**config.mk**
```make
export PLATFORM = sky130hd
export DESIGN_NAME = ocd_output_clock_distribution
export DESIGN_NICKNAME = d
export VERILOG_FILES = /design/src/core/ocd_pkg.sv /design/src/core/ocd_divider.sv /design/src/core/ocd_output_clock_distribution.sv
export SDC_FILE = /design/constraint.sdc
export NUM_CORES = 2
export LEC_CHECK = 0
export BUFFER_PORTS_ARGS = -buffer_cell sky130_fd_sc_hd__buf_2
export CORE_UTILIZATION = 25
export DETAILED_ROUTE_END_ITERATION = 7
export GPL_ROUTABILITY_DRIVEN = 0
export HOLD_SLACK_MARGIN = 0.15
export PLACE_DENSITY = 0.48
export SYNTH_ARGS = -nofsm -noshare
export SYNTH_HDL_FRONTEND = slang
export SYNTH_SLANG_ARGS = --single-unit
```
**constraint.sdc**
```tcl
create_clock -name core_clk -period 8.9 [get_ports core_clk]
set_input_delay 2.67 -clock core_clk [delete_from_list [all_inputs] [get_ports core_clk]]
set_output_delay 2.67 -clock core_clk [all_outputs]
set_load 0.005 [all_outputs]
```
**src/core/ocd_pkg.sv**
```systemverilog
// shared constants for the output clock distribution block
package ocd_pkg;
    // register byte offsets
    localparam logic [7:0] OCD_ADDR_CTRL = 8'h00;
    localparam logic [7:0] OCD_ADDR_POWER = 8'h04;
    localparam logic [7:0] OCD_ADDR_SEL = 8'h08;
    localparam logic [7:0] OCD_ADDR_MUTE = 8'h0c;
    localparam logic [7:0] OCD_ADDR_TYPE_LO = 8'h10;
    localparam logic [7:0] OCD_ADDR_TYPE_HI = 8'h14;
    localparam logic [7:0] OCD_ADDR_DIV0 = 8'h18;
    localparam logic [7:0] OCD_ADDR_DIVHI = 8'h30;
    localparam logic [7:0] OCD_ADDR_STATUS = 8'h34;
    // writable bits per register
    localparam logic [31:0] OCD_MASK_CTRL = 32'h00001fff;
    localparam logic [31:0] OCD_MASK_POWER = 32'h003f3fff;
    localparam logic [31:0] OCD_MASK_SEL = 32'h0003ffff;
    localparam logic [31:0] OCD_MASK_MUTE = 32'h00ffffff;
    localparam logic [31:0] OCD_MASK_TYPE = 32'hffffffff;
    localparam logic [31:0] OCD_MASK_DIV = 32'h000fffff;
    localparam logic [31:0] OCD_MASK_DIVHI = 32'h07ff07ff;
    // reset values
    localparam logic [31:0] OCD_RST_CTRL = 32'h00001f80;
    localparam logic [31:0] OCD_RST_POWER = 32'h00000000;
    localparam logic [31:0] OCD_RST_SEL = 32'h00000000;
    localparam logic [31:0] OCD_RST_MUTE = 32'h000000ff;
    localparam logic [31:0] OCD_RST_TYPE = 32'h00000000;
    localparam logic [31:0] OCD_RST_DIV = 32'h00000004;
    localparam logic [31:0] OCD_RST_DIVHI = 32'h00010001;
    // control register fields
    localparam int CTRL_SOFT_RST = 0;
    localparam int CTRL_SYNC_SW = 1;
    localparam int CTRL_SYNC_MUTE = 2;
    localparam int CTRL_SYNTH_PD = 3;
    localparam int CTRL_BYP_SEL = 5;
    localparam int CTRL_SQ_APLL = 7;
    localparam int CTRL_SQ_REF = 9;
    localparam int CTRL_SQ_OSC = 11;
    // power, mute and upper divider fields
    localparam int PWR_CH_PD = 0;
    localparam int PWR_DIV_PD = 8;
    localparam int PWR_SYNC_EN = 16;
    localparam int MUTE_EN = 0;
    localparam int MUTE_LVL = 8;
    localparam int DIVHI_CH7 = 16;
    // positions in the synchronised status vector
    localparam int ST_APLL = 0;
    localparam int ST_REF = 2;
    localparam int ST_OSC = 4;
    localparam int ST_XO_LOS = 6;
    localparam int ST_TCXO_LOS = 7;
    localparam int ST_SYNC_N = 8;
    localparam int ST_HARD_PD = 9;
    localparam int ST_SUPPLY = 10;
    localparam logic [15:0] OCD_RST_STATUS_SYNC = 16'h0100;
    // source select codes and source clock indexes
    localparam logic [2:0] SRC_XO = 3'h4;
    localparam logic [2:0] IDX_XO = 3'h4;
    localparam logic [2:0] IDX_TCXO = 3'h5;
    localparam logic [1:0] BYP_TCXO = 2'h0;
    localparam logic [1:0] BYP_UNUSED = 2'h3;
    // driver type codes
    localparam logic [7:0] TYPE_OFF = 8'h00;
    localparam logic [7:0] TYPE_AC_LVDS = 8'h10;
    localparam logic [7:0] TYPE_AC_CML = 8'h14;
    localparam logic [7:0] TYPE_AC_LVPECL = 8'h18;
    localparam logic [7:0] TYPE_HCSL_EXT = 8'h2c;
    localparam logic [7:0] TYPE_HCSL_INT = 8'h2d;
    localparam logic [3:0] TYPE_LVCMOS_HI = 4'h3;
    // single pin states in lvcmos mode
    localparam logic [1:0] PIN_HIZ = 2'h0;
    localparam logic [1:0] PIN_LOW = 2'h1;
    localparam logic [1:0] PIN_INV = 2'h2;
    localparam logic [1:0] PIN_TRUE = 2'h3;
    // squelch levels for differential and hcsl drivers
    localparam logic [1:0] MUTE_HIGH = 2'h1;
    localparam logic [1:0] MUTE_LOW = 2'h2;
endpackage

```
**src/core/ocd_divider.sv**
```systemverilog
// one output divider: single count to upper times lower ratio, bypass and sync hold
`timescale 1ns/100ps
module ocd_divider
    import ocd_pkg::*;
(
    input wire logic core_clk,
    input wire logic nrst,
    input wire logic src_level,
    input wire logic src_rise,
    input wire logic run,
    input wire logic hold_req,
    input wire logic [19:0] div_lo,
    input wire logic [10:0] div_hi,
    output logic clk_div,
    output logic held
);
    typedef struct packed {
        logic [30:0] cnt;
        logic out;
        logic held;
    } ocd_div_state_t;

    ocd_div_state_t st;
    ocd_div_state_t next_st;
    logic [19:0] lo_e;
    logic [10:0] hi_e;
    logic [30:0] ratio;
    logic [30:0] half;
    logic bypass;

    assign lo_e = (div_lo == 20'h0) ? 20'h1 : div_lo;
    assign hi_e = (div_hi == 11'h0) ? 11'h1 : div_hi;
    assign ratio = 31'(lo_e) * 31'(hi_e);
    assign half = 31'((ratio + 31'h1) >> 1);
    assign bypass = (ratio == 31'h1);

    always_comb begin
        next_st = st;
        if (!run) begin
            next_st.cnt = '0;
            next_st.out = 1'b0;
            next_st.held = 1'b1;
        end else if (bypass) begin
            next_st.cnt = '0;
            next_st.out = src_level;
            next_st.held = 1'b0;
        end else if (src_rise) begin
            if (st.held) begin
                if (!hold_req) begin
                    next_st.held = 1'b0;
                    next_st.cnt = '0;
                    next_st.out = 1'b1;
                end
            end else if (st.cnt >= ratio - 31'h1) begin
                next_st.cnt = '0;
                next_st.out = !hold_req;
                next_st.held = hold_req;
            end else begin
                next_st.cnt = st.cnt + 31'h1;
                next_st.out = (st.cnt + 31'h1) < half;
            end
        end
    end

    always_ff @(posedge core_clk or negedge nrst) begin
        if (!nrst) begin
            st <= '{cnt: '0, out: 1'b0, held: 1'b1};
        end else begin
            st <= next_st;
        end
    end

    assign clk_div = st.out;
    assign held = st.held;

    property p_bypass_ignores_sync;
        @(posedge core_clk) disable iff (!nrst)
        (run && bypass && hold_req) |=> (!held && clk_div == $past(src_level));
    endproperty
    a_bypass_ignores_sync: assert property (p_bypass_ignores_sync) else $error("bypass divider gated by sync");

    property p_sync_finishes_cycle;
        @(posedge core_clk) disable iff (!nrst)
        (run && !bypass && !st.held && src_rise && st.cnt == ratio - 31'h1 && hold_req) |=> (held && !clk_div);
    endproperty
    a_sync_finishes_cycle: assert property (p_sync_finishes_cycle) else $error("sync hold not taken at period end");

    property p_period_wraps;
        @(posedge core_clk) disable iff (!nrst)
        (run && !bypass && !st.held && src_rise && st.cnt == ratio - 31'h1 && !hold_req) |=> (clk_div && st.cnt == 31'h0);
    endproperty
    a_period_wraps: assert property (p_period_wraps) else $error("divider period does not restart");
endmodule

```
**src/core/ocd_output_clock_distribution.sv**
```systemverilog
// output clock distribution: source muxes, dividers, drivers, squelch and register slave
`timescale 1ns/100ps
// Functional notes
// - channels two to seven pick either synthesizer
// - channels zero, one also offer oscillator, bypass
// - bypass picks oscillator, loop one or two reference
// - pairs two/three and four/five share dividers
// - twenty-bit divide value on channels one to six
// - channels zero, seven: upper times lower divider
// - divider can be powered down by configuration
// - divider sleeps when its drivers all sleep
// - driver type code decodes disabled, differential, hcsl, lvcmos
// - lvcmos pins: true, inverted, high impedance, low
// - auto squelch when selected source is invalid
// - synthesizer validity from gated loop lock losses
// - oscillator sources invalid on loss of signal
// - differential squelch: common mode, high, low
// - lvcmos squelch sets each pin low or high impedance separately
// - enable and level zero bypass auto squelch; sync mute still squelches
// - synthesizer outputs start clean after lock returns
// - clean start after supply, power down, sync
// - unpowered channel makes no clock, disturbs none
// - sync holds enabled dividers after finishing cycle
// - divide-by-one bypass ignores sync
module ocd_output_clock_distribution
    import ocd_pkg::*;
(
    input wire logic core_clk,
    input wire logic nrst,
    input wire logic [7:0] avs_address,
    input wire logic avs_read,
    input wire logic avs_write,
    input wire logic [31:0] avs_writedata,
    input wire logic [3:0] avs_byteenable,
    output logic [31:0] avs_readdata,
    output logic avs_waitrequest,
    input wire logic synth1_pri_clk,
    input wire logic synth1_sec_clk,
    input wire logic synth2_pri_clk,
    input wire logic synth2_sec_clk,
    input wire logic xo_clk,
    input wire logic tcxo_clk,
    input wire logic ref_a_clk,
    input wire logic ref_b_clk,
    input wire logic [1:0] analog_loop_loss_of_lock,
    input wire logic [1:0] ref_loop_loss_of_lock,
    input wire logic [1:0] osc_loop_loss_of_lock,
    input wire logic xo_loss_of_signal,
    input wire logic tcxo_loss_of_signal,
    input wire logic sync_n,
    input wire logic hard_power_down_pin,
    input wire logic [5:0] output_supply_ok,
    output logic [7:0] clock_output_pair_p,
    output logic [7:0] clock_output_pair_n,
    output logic [7:0] clock_output_pair_p_oe_n,
    output logic [7:0] clock_output_pair_n_oe_n
);
    typedef struct packed {
        logic [31:0] ctrl;
        logic [31:0] power;
        logic [31:0] sel;
        logic [31:0] mute;
        logic [31:0] type_lo;
        logic [31:0] type_hi;
        logic [5:0][31:0] div;
        logic [31:0] divhi;
        logic [7:0] clk_s1;
        logic [7:0] clk_s2;
        logic [7:0] clk_s3;
        logic [15:0] sts_s1;
        logic [15:0] sts_s2;
        logic wait_req;
        logic [31:0] rdata;
        logic [7:0] muted;
        logic [7:0] p;
        logic [7:0] n;
        logic [7:0] p_oe_n;
        logic [7:0] n_oe_n;
    } ocd_state_t;

    ocd_state_t st;
    ocd_state_t next_st;

    // divider serving each output pin pair
    function automatic int out_div(input int i);
        if (i < 2) begin
            return i;
        end else if (i < 6) begin
            return 2 + (i - 2) / 2;
        end else begin
            return i - 2;
        end
    endfunction

    function automatic logic known_type(input logic [7:0] ty);
        logic ok;
        ok = 1'b0;
        case (ty)
            TYPE_AC_LVDS, TYPE_AC_CML, TYPE_AC_LVPECL, TYPE_HCSL_EXT, TYPE_HCSL_INT: ok = 1'b1;
            default: ok = (ty[7:4] == TYPE_LVCMOS_HI);
        endcase
        return ok;
    endfunction

    function automatic logic is_diff(input logic [7:0] ty);
        return ty == TYPE_AC_LVDS || ty == TYPE_AC_CML || ty == TYPE_AC_LVPECL ||
            ty == TYPE_HCSL_EXT || ty == TYPE_HCSL_INT;
    endfunction

    // one lvcmos pin: {oe_n, value}
    function automatic logic [1:0] cmos_pin(input logic [1:0] code, input logic clk, input logic m, input logic low);
        logic [1:0] r;
        r = 2'b10;
        if (m) begin
            r = low ? 2'b00 : 2'b10;
        end else begin
            case (code)
                PIN_LOW: r = 2'b00;
                PIN_INV: r = {1'b0, !clk};
                PIN_TRUE: r = {1'b0, clk};
                default: r = 2'b10;
            endcase
        end
        return r;
    endfunction

    function automatic logic [31:0] merge(input logic [31:0] old, input logic [31:0] wd,
                                          input logic [3:0] be, input logic [31:0] mask);
        logic [31:0] bm;
        bm = {{8{be[3]}}, {8{be[2]}}, {8{be[1]}}, {8{be[0]}}} & mask;
        return (old & ~bm) | (wd & bm);
    endfunction

    logic [7:0] clk_lvl;
    logic [7:0] clk_rise;
    logic [15:0] sts;
    logic soft_reset;
    logic hard_pd;
    logic sync_active;
    logic [1:0] byp_sel;
    logic [2:0] byp_idx;
    logic byp_valid;
    logic [1:0] pll_bad;
    logic [63:0] drv;
    logic [7:0] out_on;
    logic [5:0] div_run;
    logic [5:0] div_clk;
    logic [5:0] div_held;
    logic [5:0] src_valid;

    assign clk_lvl = st.clk_s2;
    assign clk_rise = st.clk_s2 & ~st.clk_s3;
    assign sts = st.sts_s2;
    assign soft_reset = st.ctrl[CTRL_SOFT_RST];
    assign hard_pd = sts[ST_HARD_PD];
    assign sync_active = !sts[ST_SYNC_N] || st.ctrl[CTRL_SYNC_SW];
    assign byp_sel = st.ctrl[CTRL_BYP_SEL +: 2];
    assign byp_idx = (byp_sel == BYP_UNUSED) ? IDX_TCXO : 3'(IDX_TCXO + {1'b0, byp_sel});
    assign byp_valid = (byp_sel == BYP_TCXO || byp_sel == BYP_UNUSED) ? !sts[ST_TCXO_LOS] : 1'b1;
    assign drv = {st.type_hi, st.type_lo};

    generate
        for (genvar k = 0; k < 2; k++) begin : g_pll
            // powered-down or reset synthesizers count as invalid until lock returns
            assign pll_bad[k] = st.ctrl[CTRL_SYNTH_PD + k] || soft_reset || hard_pd ||
                (sts[ST_APLL + k] && st.ctrl[CTRL_SQ_APLL + k]) ||
                (sts[ST_REF + k] && st.ctrl[CTRL_SQ_REF + k]) ||
                (sts[ST_OSC + k] && st.ctrl[CTRL_SQ_OSC + k]);
        end

        for (genvar i = 0; i < 8; i++) begin : g_out
            localparam int D = out_div(i);
            assign out_on[i] = known_type(drv[8 * i +: 8]) && !st.power[PWR_CH_PD + i] &&
                sts[ST_SUPPLY + D] && !hard_pd;
        end

        for (genvar g = 0; g < 6; g++) begin : g_div
            localparam int O1 = (g < 2) ? g : (g < 4) ? 2 * g - 2 : g + 2;
            localparam int O2 = (g == 2 || g == 3) ? O1 + 1 : O1;
            logic [2:0] sel;
            logic [2:0] idx;
            logic [10:0] hi;
            assign sel = (g < 2) ? st.sel[3 * g +: 3] : {1'b0, st.sel[3 * g +: 2]};
            assign idx = (sel < SRC_XO) ? sel : (sel == SRC_XO) ? IDX_XO : byp_idx;
            assign src_valid[g] = (sel < SRC_XO) ? !pll_bad[sel[1]] :
                (sel == SRC_XO) ? !sts[ST_XO_LOS] : byp_valid;
            assign hi = (g == 0) ? st.divhi[10:0] : (g == 5) ? st.divhi[DIVHI_CH7 +: 11] : 11'h1;
            assign div_run[g] = !st.power[PWR_DIV_PD + g] && (out_on[O1] || out_on[O2]) &&
                !soft_reset && sts[ST_SUPPLY + g] && !hard_pd;

            ocd_divider u_div (
                .core_clk(core_clk),
                .nrst(nrst),
                .src_level(clk_lvl[idx]),
                .src_rise(clk_rise[idx]),
                .run(div_run[g]),
                .hold_req(sync_active && st.power[PWR_SYNC_EN + g]),
                .div_lo(st.div[g][19:0]),
                .div_hi(hi),
                .clk_div(div_clk[g]),
                .held(div_held[g])
            );
        end
    endgenerate

    always_comb begin
        int d;
        logic [7:0] ty;
        logic [1:0] lvl;
        logic [1:0] pp;
        logic [1:0] nn;
        logic want;
        logic [31:0] rd;
        d = 0;
        ty = 8'h00;
        lvl = 2'h0;
        pp = 2'h0;
        nn = 2'h0;
        want = 1'b0;
        rd = 32'h0;
        next_st = st;
        next_st.clk_s1 = {ref_b_clk, ref_a_clk, tcxo_clk, xo_clk,
                          synth2_sec_clk, synth2_pri_clk, synth1_sec_clk, synth1_pri_clk};
        next_st.clk_s2 = st.clk_s1;
        next_st.clk_s3 = st.clk_s2;
        next_st.sts_s1 = {output_supply_ok, hard_power_down_pin, sync_n, tcxo_loss_of_signal, xo_loss_of_signal,
                          osc_loop_loss_of_lock, ref_loop_loss_of_lock, analog_loop_loss_of_lock};
        next_st.sts_s2 = st.sts_s1;

        // bus: first cycle latches read data, second cycle completes
        next_st.wait_req = 1'b1;
        if ((avs_read || avs_write) && st.wait_req) begin
            next_st.wait_req = 1'b0;
            case (avs_address)
                OCD_ADDR_CTRL: rd = st.ctrl;
                OCD_ADDR_POWER: rd = st.power;
                OCD_ADDR_SEL: rd = st.sel;
                OCD_ADDR_MUTE: rd = st.mute;
                OCD_ADDR_TYPE_LO: rd = st.type_lo;
                OCD_ADDR_TYPE_HI: rd = st.type_hi;
                OCD_ADDR_DIVHI: rd = st.divhi;
                OCD_ADDR_STATUS: rd = {1'b0, div_held, sync_active, st.muted, 2'h0, src_valid, 2'h0, div_run};
                default: rd = 32'h0;
            endcase
            for (int g = 0; g < 6; g++) begin
                if (avs_address == 8'(OCD_ADDR_DIV0 + 4 * g)) begin
                    rd = st.div[g];
                end
            end
            next_st.rdata = avs_read ? rd : 32'h0;
        end
        if (avs_write && !st.wait_req) begin
            case (avs_address)
                OCD_ADDR_CTRL: next_st.ctrl = merge(st.ctrl, avs_writedata, avs_byteenable, OCD_MASK_CTRL);
                OCD_ADDR_POWER: next_st.power = merge(st.power, avs_writedata, avs_byteenable, OCD_MASK_POWER);
                OCD_ADDR_SEL: next_st.sel = merge(st.sel, avs_writedata, avs_byteenable, OCD_MASK_SEL);
                OCD_ADDR_MUTE: next_st.mute = merge(st.mute, avs_writedata, avs_byteenable, OCD_MASK_MUTE);
                OCD_ADDR_TYPE_LO: next_st.type_lo = merge(st.type_lo, avs_writedata, avs_byteenable, OCD_MASK_TYPE);
                OCD_ADDR_TYPE_HI: next_st.type_hi = merge(st.type_hi, avs_writedata, avs_byteenable, OCD_MASK_TYPE);
                OCD_ADDR_DIVHI: next_st.divhi = merge(st.divhi, avs_writedata, avs_byteenable, OCD_MASK_DIVHI);
                default: next_st.ctrl = st.ctrl;
            endcase
            for (int g = 0; g < 6; g++) begin
                if (avs_address == 8'(OCD_ADDR_DIV0 + 4 * g)) begin
                    next_st.div[g] = merge(st.div[g], avs_writedata, avs_byteenable, OCD_MASK_DIV);
                end
            end
        end

        for (int i = 0; i < 8; i++) begin
            d = out_div(i);
            ty = drv[8 * i +: 8];
            lvl = st.mute[MUTE_LVL + 2 * i +: 2];
            // enable and level both zero never auto squelch; sync mute still can
            want = (st.mute[MUTE_EN + i] && !src_valid[d]) ||
                (st.ctrl[CTRL_SYNC_MUTE] && div_held[d] && st.power[PWR_SYNC_EN + d]);
            if (!div_clk[d]) begin
                next_st.muted[i] = want;
            end
            pp = 2'b10;
            nn = 2'b10;
            if (out_on[i] && div_run[d]) begin
                if (is_diff(ty)) begin
                    if (st.muted[i]) begin
                        pp = {1'b0, lvl == MUTE_HIGH};
                        nn = {1'b0, lvl == MUTE_LOW};
                    end else begin
                        pp = {1'b0, div_clk[d]};
                        nn = {1'b0, !div_clk[d]};
                    end
                end else begin
                    pp = cmos_pin(ty[3:2], div_clk[d], st.muted[i], lvl[0]);
                    nn = cmos_pin(ty[1:0], div_clk[d], st.muted[i], lvl[1]);
                end
            end
            next_st.p_oe_n[i] = pp[1];
            next_st.p[i] = pp[0];
            next_st.n_oe_n[i] = nn[1];
            next_st.n[i] = nn[0];
        end
    end

    always_ff @(posedge core_clk or negedge nrst) begin
        if (!nrst) begin
            st <= '0;
            st.ctrl <= OCD_RST_CTRL;
            st.power <= OCD_RST_POWER;
            st.sel <= OCD_RST_SEL;
            st.mute <= OCD_RST_MUTE;
            st.type_lo <= OCD_RST_TYPE;
            st.type_hi <= OCD_RST_TYPE;
            st.div <= {6{OCD_RST_DIV}};
            st.divhi <= OCD_RST_DIVHI;
            st.sts_s1 <= OCD_RST_STATUS_SYNC;
            st.sts_s2 <= OCD_RST_STATUS_SYNC;
            st.wait_req <= 1'b1;
            st.p_oe_n <= 8'hff;
            st.n_oe_n <= 8'hff;
        end else begin
            st <= next_st;
        end
    end

    assign avs_readdata = st.rdata;
    assign avs_waitrequest = st.wait_req;
    assign clock_output_pair_p = st.p;
    assign clock_output_pair_n = st.n;
    assign clock_output_pair_p_oe_n = st.p_oe_n;
    assign clock_output_pair_n_oe_n = st.n_oe_n;

    generate
        for (genvar i = 0; i < 8; i++) begin : g_chk
            localparam int D = out_div(i);

            property p_unpowered_quiet;
                @(posedge core_clk) disable iff (!nrst)
                !out_on[i] |=> (st.p_oe_n[i] && st.n_oe_n[i] && !st.p[i] && !st.n[i]);
            endproperty
            a_unpowered_quiet: assert property (p_unpowered_quiet) else $error("unpowered output drives");

            property p_squelch_at_low;
                @(posedge core_clk) disable iff (!nrst)
                (st.muted[i] != $past(st.muted[i])) |-> !$past(div_clk[D]);
            endproperty
            a_squelch_at_low: assert property (p_squelch_at_low) else $error("squelch changed in high phase");

            property p_auto_squelch;
                @(posedge core_clk) disable iff (!nrst)
                (st.mute[MUTE_EN + i] && !src_valid[D] && !div_clk[D]) |=> st.muted[i];
            endproperty
            a_auto_squelch: assert property (p_auto_squelch) else $error("invalid source not squelched");

            property p_diff_squelch_high;
                @(posedge core_clk) disable iff (!nrst)
                (out_on[i] && div_run[D] && st.muted[i] && is_diff(drv[8 * i +: 8]) &&
                 st.mute[MUTE_LVL + 2 * i +: 2] == MUTE_HIGH) |=> (st.p[i] && !st.n[i] && !st.p_oe_n[i]);
            endproperty
            a_diff_squelch_high: assert property (p_diff_squelch_high) else $error("wrong high squelch level");

            property p_cmos_static_low;
                @(posedge core_clk) disable iff (!nrst)
                (out_on[i] && div_run[D] && !st.muted[i] && drv[8 * i +: 8] == 8'h35) |=>
                    (!st.p[i] && !st.n[i] && !st.p_oe_n[i] && !st.n_oe_n[i]);
            endproperty
            a_cmos_static_low: assert property (p_cmos_static_low) else $error("lvcmos low pins not low");
        end
    endgenerate
endmodule

```
== After elaboration in Yosys (flattened, before gate mapping) ==
Index checks and enable logic that the tools add are counted.
Operators by class
  add/subtract/negate cells: 19
  multiply operators: 2
  divide/modulo/power cells: 0
  magnitude comparators: 30
  eq/ne operators: 146
  shift-type cells: 0
  multiplexer cells: 217
  bitwise logic cells: 42
  reduce and logical (&&, ||, !) cells: 226
Operators by type and width (count)
  $mux W33: 31
  $and A32 B32 Y32: 14
  $mux W32: 13
  $or A32 B32 Y32: 13
  $pmux W32 S8: 1
  $add A31 B1 Y31 const B: 8
  $eq A8 B5 Y1 const B: 28
  $ge A31 B31 Y1: 6
  $lt A31 B30 Y1: 6
  $eq A8 B6 Y1 const B: 22
  $mux W2: 64
  $logic_not A20 Y1: 6
  $mux W20: 6
  $pmux W2 S3: 16
  $logic_and A1 B1 Y1: 90
  $add A20 B1 Y21 const B: 4
  $sub A20 B1 Y21 const B: 4
  $eq A2 B2 Y1 const B: 41
  $eq A20 B1 Y1 const B: 4
  $mux W1: 63
  $eq A31 B1 Y1 const B: 2
  $mul A20 B11 Y31: 2
  $sub A31 B1 Y31 const B: 2
  $logic_or A1 B1 Y1: 55
  36 further kinds: 181
Word-level totals
  flip-flop bits (word level): 743
  latch bits: 0
  memory bits (writable): 0
  ROM bits: 0
  input bits: 72
  output and inout bits: 65
  word-level logic and storage cells: 730
  memories kept: 0

== Logic depth before layout (Yosys ltp) ==
  word-level depth: 20
  gate-level depth with buffers: 38
  depth with buffers taken out: 35

== By module ==
A second synthesis with hierarchy kept.
Unflattened totals
  cell total of the unflattened synthesis: 10430
  area, all modules: 92054.5 um2
By module, submodules not included
  ocd_divider at g_div[1].u_div ...: instances 2, cells an instance 1423, area each 11851.4 um2, sequential area each 827.0 um2
  ocd_output_clock_distribution: instances 1, cells an instance 1774, area each 20236.9 um2, sequential area each 10311.1 um2
  ocd_divider at g_div[5].u_div: instances 1, cells an instance 1478, area each 12160.4 um2, sequential area each 827.0 um2
  ocd_divider at g_div[4].u_div: instances 1, cells an instance 1463, area each 12109.1 um2, sequential area each 827.0 um2
  ocd_divider at g_div[3].u_div: instances 1, cells an instance 1428, area each 11937.7 um2, sequential area each 827.0 um2
  ocd_divider at g_div[0].u_div: instances 1, cells an instance 1441, area each 11907.7 um2, sequential area each 827.0 um2

== Worst setup path after synthesis ==
OpenSTA, ideal clock, no wires.
  path type: register to register
  start point: reg (tool-made name)
  end point: reg g_div[0].u_div.st[8] (netlist name)
  setup time: 0.096 ns
  arrival time: 9.184 ns
  required time: 8.804 ns
  setup slack: -0.380 ns
  cell stages (with the launch flop): 37
  buffers on the path: 2
  clock period less this slack: 9.280 ns
  cells stage by stage: dfrtp_1 > nor4_1 > nand4_1 > o41ai_1 > clkbuf_1 > nand2_1 > fa_1 > fa_1 > inv_1 > fa_1 > fa_1 > inv_1 > fa_1 > inv_1 > ha_1 > nand2_1 > or3_1 > or4_4 > o21ai_4 > o22ai_2 > xnor2_4 > nor4b_2 > nand3_1 > nor3_1 > xnor2_1 > ha_1 > a21o_1 > a21oi_1 > o22ai_1 > nor2_1 > o2111ai_1 > nor4b_1 > o21bai_1 > nor2_1 > clkbuf_1 > o21ai_0 > a311oi_2
RTL lines
  end signal: assignment: RTL line ocd_divider.sv:67  | st <= '{cnt: '0, out: 1'b0, held: 1'b1};
  end signal: assignment: RTL line ocd_divider.sv:69  | st <= next_st;
  end: declaration: RTL line ocd_divider.sv:23  | ocd_div_state_t st;

==> results_dict.tcl <==
set metrics [dict create \
    synth.distinct_cells 117 \
    min_period_ps 8660 \
    drive_above_1_share_pct 17.9 \
    hold_buffers 0 \
    p_leak_nw 30.1 \
    crit_family "adder cells" \
    cts_tree "built" \
    cpMaxStageDelayCell "fa_1" \
    hpwl_um 155000 \
    hp-class "register to register" \
    gr-total-overflow 0 \
    grtUsageMet1_pct 21.9 \
    skew_ps 69.7 \
    syn_area_per_cell_um2 9.19 \
    io_pins 137 \
    wl_um 201000 \
    grt_usage_pct 16.9 \
    fp.dieH_um 483 \
    vias_per_cell 5.06 \
    fin_crit_sh_pct 97.3 \
    netlist_instances 6307 \
    route.detailed.drc 0 \
    final_common_cell "nand2_1" \
    critPathArrivalTime_ps 9290 \
    syn-cell-area_um2 58000 \
    ys_seq_area_share_pct 26.4 \
    io_buffers 136 \
    cts_buffers 79 \
    setup_tns_ps 0 \
    use_met3_pct 2.20 \
    worst_skew_pair.late_latency_ps 730 \
    cts.clk_slew.worst_paths_ps 60 \
    grt_first_pass_wirelength_um 306000 \
    nNetsFinal 7278 \
    final-max-slew-violation-count 0 \
    cp_num_buf_inv 8 \
    fmaxAchievable_mhz 115 \
    critPathMaxFanout 5 \
    start_util_pct 25.2 \
    wl_per_cell_um 21.1 \
    grt_pass1_vias 47970 \
    synth_flop_cell "dfrtp_1" \
    worstMarginPinSlew_ps 1210 \
    async_flop_share_pct 100 \
    end_kind "register" \
    syn_to_final_growth_pct 14.8 \
    vdd_drop_max_mv 0.150 \
    synth_edf_count 0 \
    cts_sinks 608 \
    p_sw_mw 2.32 \
    status "completed" \
    drv_cap 0 \
    ctsLongestPathBuffers 3 \
    gr-max-usage-layer "met2" \
    first_pass_iters 6 \
    root_buffer "clkbuf_16" \
    drtAntennaViolNets 0 \
    power_frac_seq_pct 37.4 \
    dieArea_um2 234000 \
    rsz0062_at_grt "yes" \
    rows 176 \
    die_width_um 483 \
    setup_ws_ps 239 \
    synth-seq-cells 608 \
    path_class "register to register" \
    num_vias 48114 \
    grt_use_met2_pct 28.5 \
    clock_power_share_pct 44.8 \
    worstPathRequired_ps 9520 \
    setup_violations 0 \
    grt_antenna_before_repair 32 \
    fin_util_pct 28.9 \
    switching_share_pct 30.4 \
    yosys_warnings 0 \
    slew_headroom_pct 18.3 \
    power.density_nw_per_um2 115 \
    intPower_mw 5.31 \
    cp-start-kind "register" \
    combPwrFrac_pct 17.8 \
    dp_slack_ps -335 \
    cts_htree_levels 3 \
    cp_slowest_stage_delay_ps 540 \
    grt_max_degree 160 \
    placed_cell_area_um2 62700 \
    stdcell_area_um2 66600 \
    synth_fp_nets 7184 \
    layout_common_cells "621 x nand2_1, 553 x dfrtp_1, 474 x ha_1, 408 x inv_1, 320 x fa_1" \
    power_mw 7.64 \
    drt-initial-drc-count 3759 \
    hold_viol 0 \
    core_um2 230000 \
]
-- worst register-to-register path, delay by kind of cell, from the launching register on --
family,cells,cell delay [ps]
buf+inv,8,890
compound gates,9,2050
fa+ha+maj,7,2800
simple gates,10,2140
xor+xnor,2,300
flops,1,380
-- layout make-up --
class	count	area, um2
repair buffers	416	3040
diodes	14	35.0
clock inverters	36	527
flip-flops and latches	608	15300
well taps	3026	3790
fillers	24226	164000
inverters	412	1550
multi-input cells	4884	40100
clock buffers	111	2230
-- through the flow --
| step | hold WS, ps | cells |
|---|---|---|
| 2_1_floorplan | 331 | 6307 |
| 4_1_cts | 339 | 9483 |
| 5_1_grt | 340 | 9503 |
| 3_3_place_gp | 336 | 9316 |
| 3_5_place_dp | 335 | 9316 |
| 6_report | 344 | 9507 |
-- layer usage --
metal / wire length [um] / vias to the layer above / part of all wire [%]
met2: 96600 / 1182 / 48
met4: 7550 / 12 / 3.8
met1: 87200 / 24275 / 44
met5: 64 / - / 0.032
met3: 9040 / 304 / 4.5
li1: - / 22341 / -
-- what timing repair did --
action / CTS / global route
buffers inserted: 15 / 11
pin swaps: 60 / 60
setup endpoints to repair: 58 / 64
resized for setup: 71 / 87
cloned: 6 / 0
-- final timing paths --
check	startpoint	end	slack [ps]	depth (start not counted)
max	register	g_div[0].u_div.st[12]$_DFFE_PN0P_	240	36
min	next_st[116]$_DFF_PN0_	clk_lvl[3]$_DFF_PN0_	340	0
max reg2reg	register	g_div[0].u_div.st[12]$_DFFE_PN0P_	240	36
min reg2reg	next_st[116]$_DFF_PN0_	clk_lvl[3]$_DFF_PN0_	340	0
max in group asynchronous	nrst	g_div[0].u_div.st[30]$_DFFE_PN0P_	5430	2
min in group asynchronous	nrst	avs_readdata[28]$_DFFE_PN0P_	1970	1
-- Yosys cell counts, types with 59 or more instances --
master	instances	area, um2
a21o_1	117	878
a21oi_1	241	1210
nor2_1	303	1140
and3_1	79	494
xnor2_1	253	2220
buf_4	64	480
clkbuf_1	298	1120
a22oi_1	108	811
o21ai_0	275	1380
nor3_1	130	651
dfrtp_1	561	14000
inv_1	412	1550
ha_1	483	6040
a22o_1	59	517
nor4_1	67	419
nand2_1	629	2360
mux2_2	287	3230
and2_1	252	1580
nand3_1	231	1160
nand4_1	125	782
xor2_1	186	1630
fa_1	322	6450
-- power groups by stage --
stage,sequential [mW],combinational (mW),clock (mW)
2_1_floorplan,2.87,0.862,0
3_3_place_gp,2.90,1.31,0
3_5_place_dp,2.90,1.32,0
4_1_cts,2.85,1.35,3.52
5_1_grt,2.86,1.52,3.62
6_report,2.85,1.36,3.42
-- cells by family (layout without fill, tap and decap cells) --
family | count (synthesis) | count (layout) | synth area share (%)
and+or+nand+nor | 2120 | 2120 | 18.8
AOI/OAI and AO/OA | 1203 | 1203 | 14.4
buffers and inverters | 815 | 975 | 5.82
adders and majority gates | 805 | 805 | 21.6
DFF | 608 | 608 | 26.4
xor gates and xnor gates | 444 | 444 | 6.79
muxes | 312 | 312 | 6.25
other | 0 | 14 | 0
(Power assumes the default switching activity.)
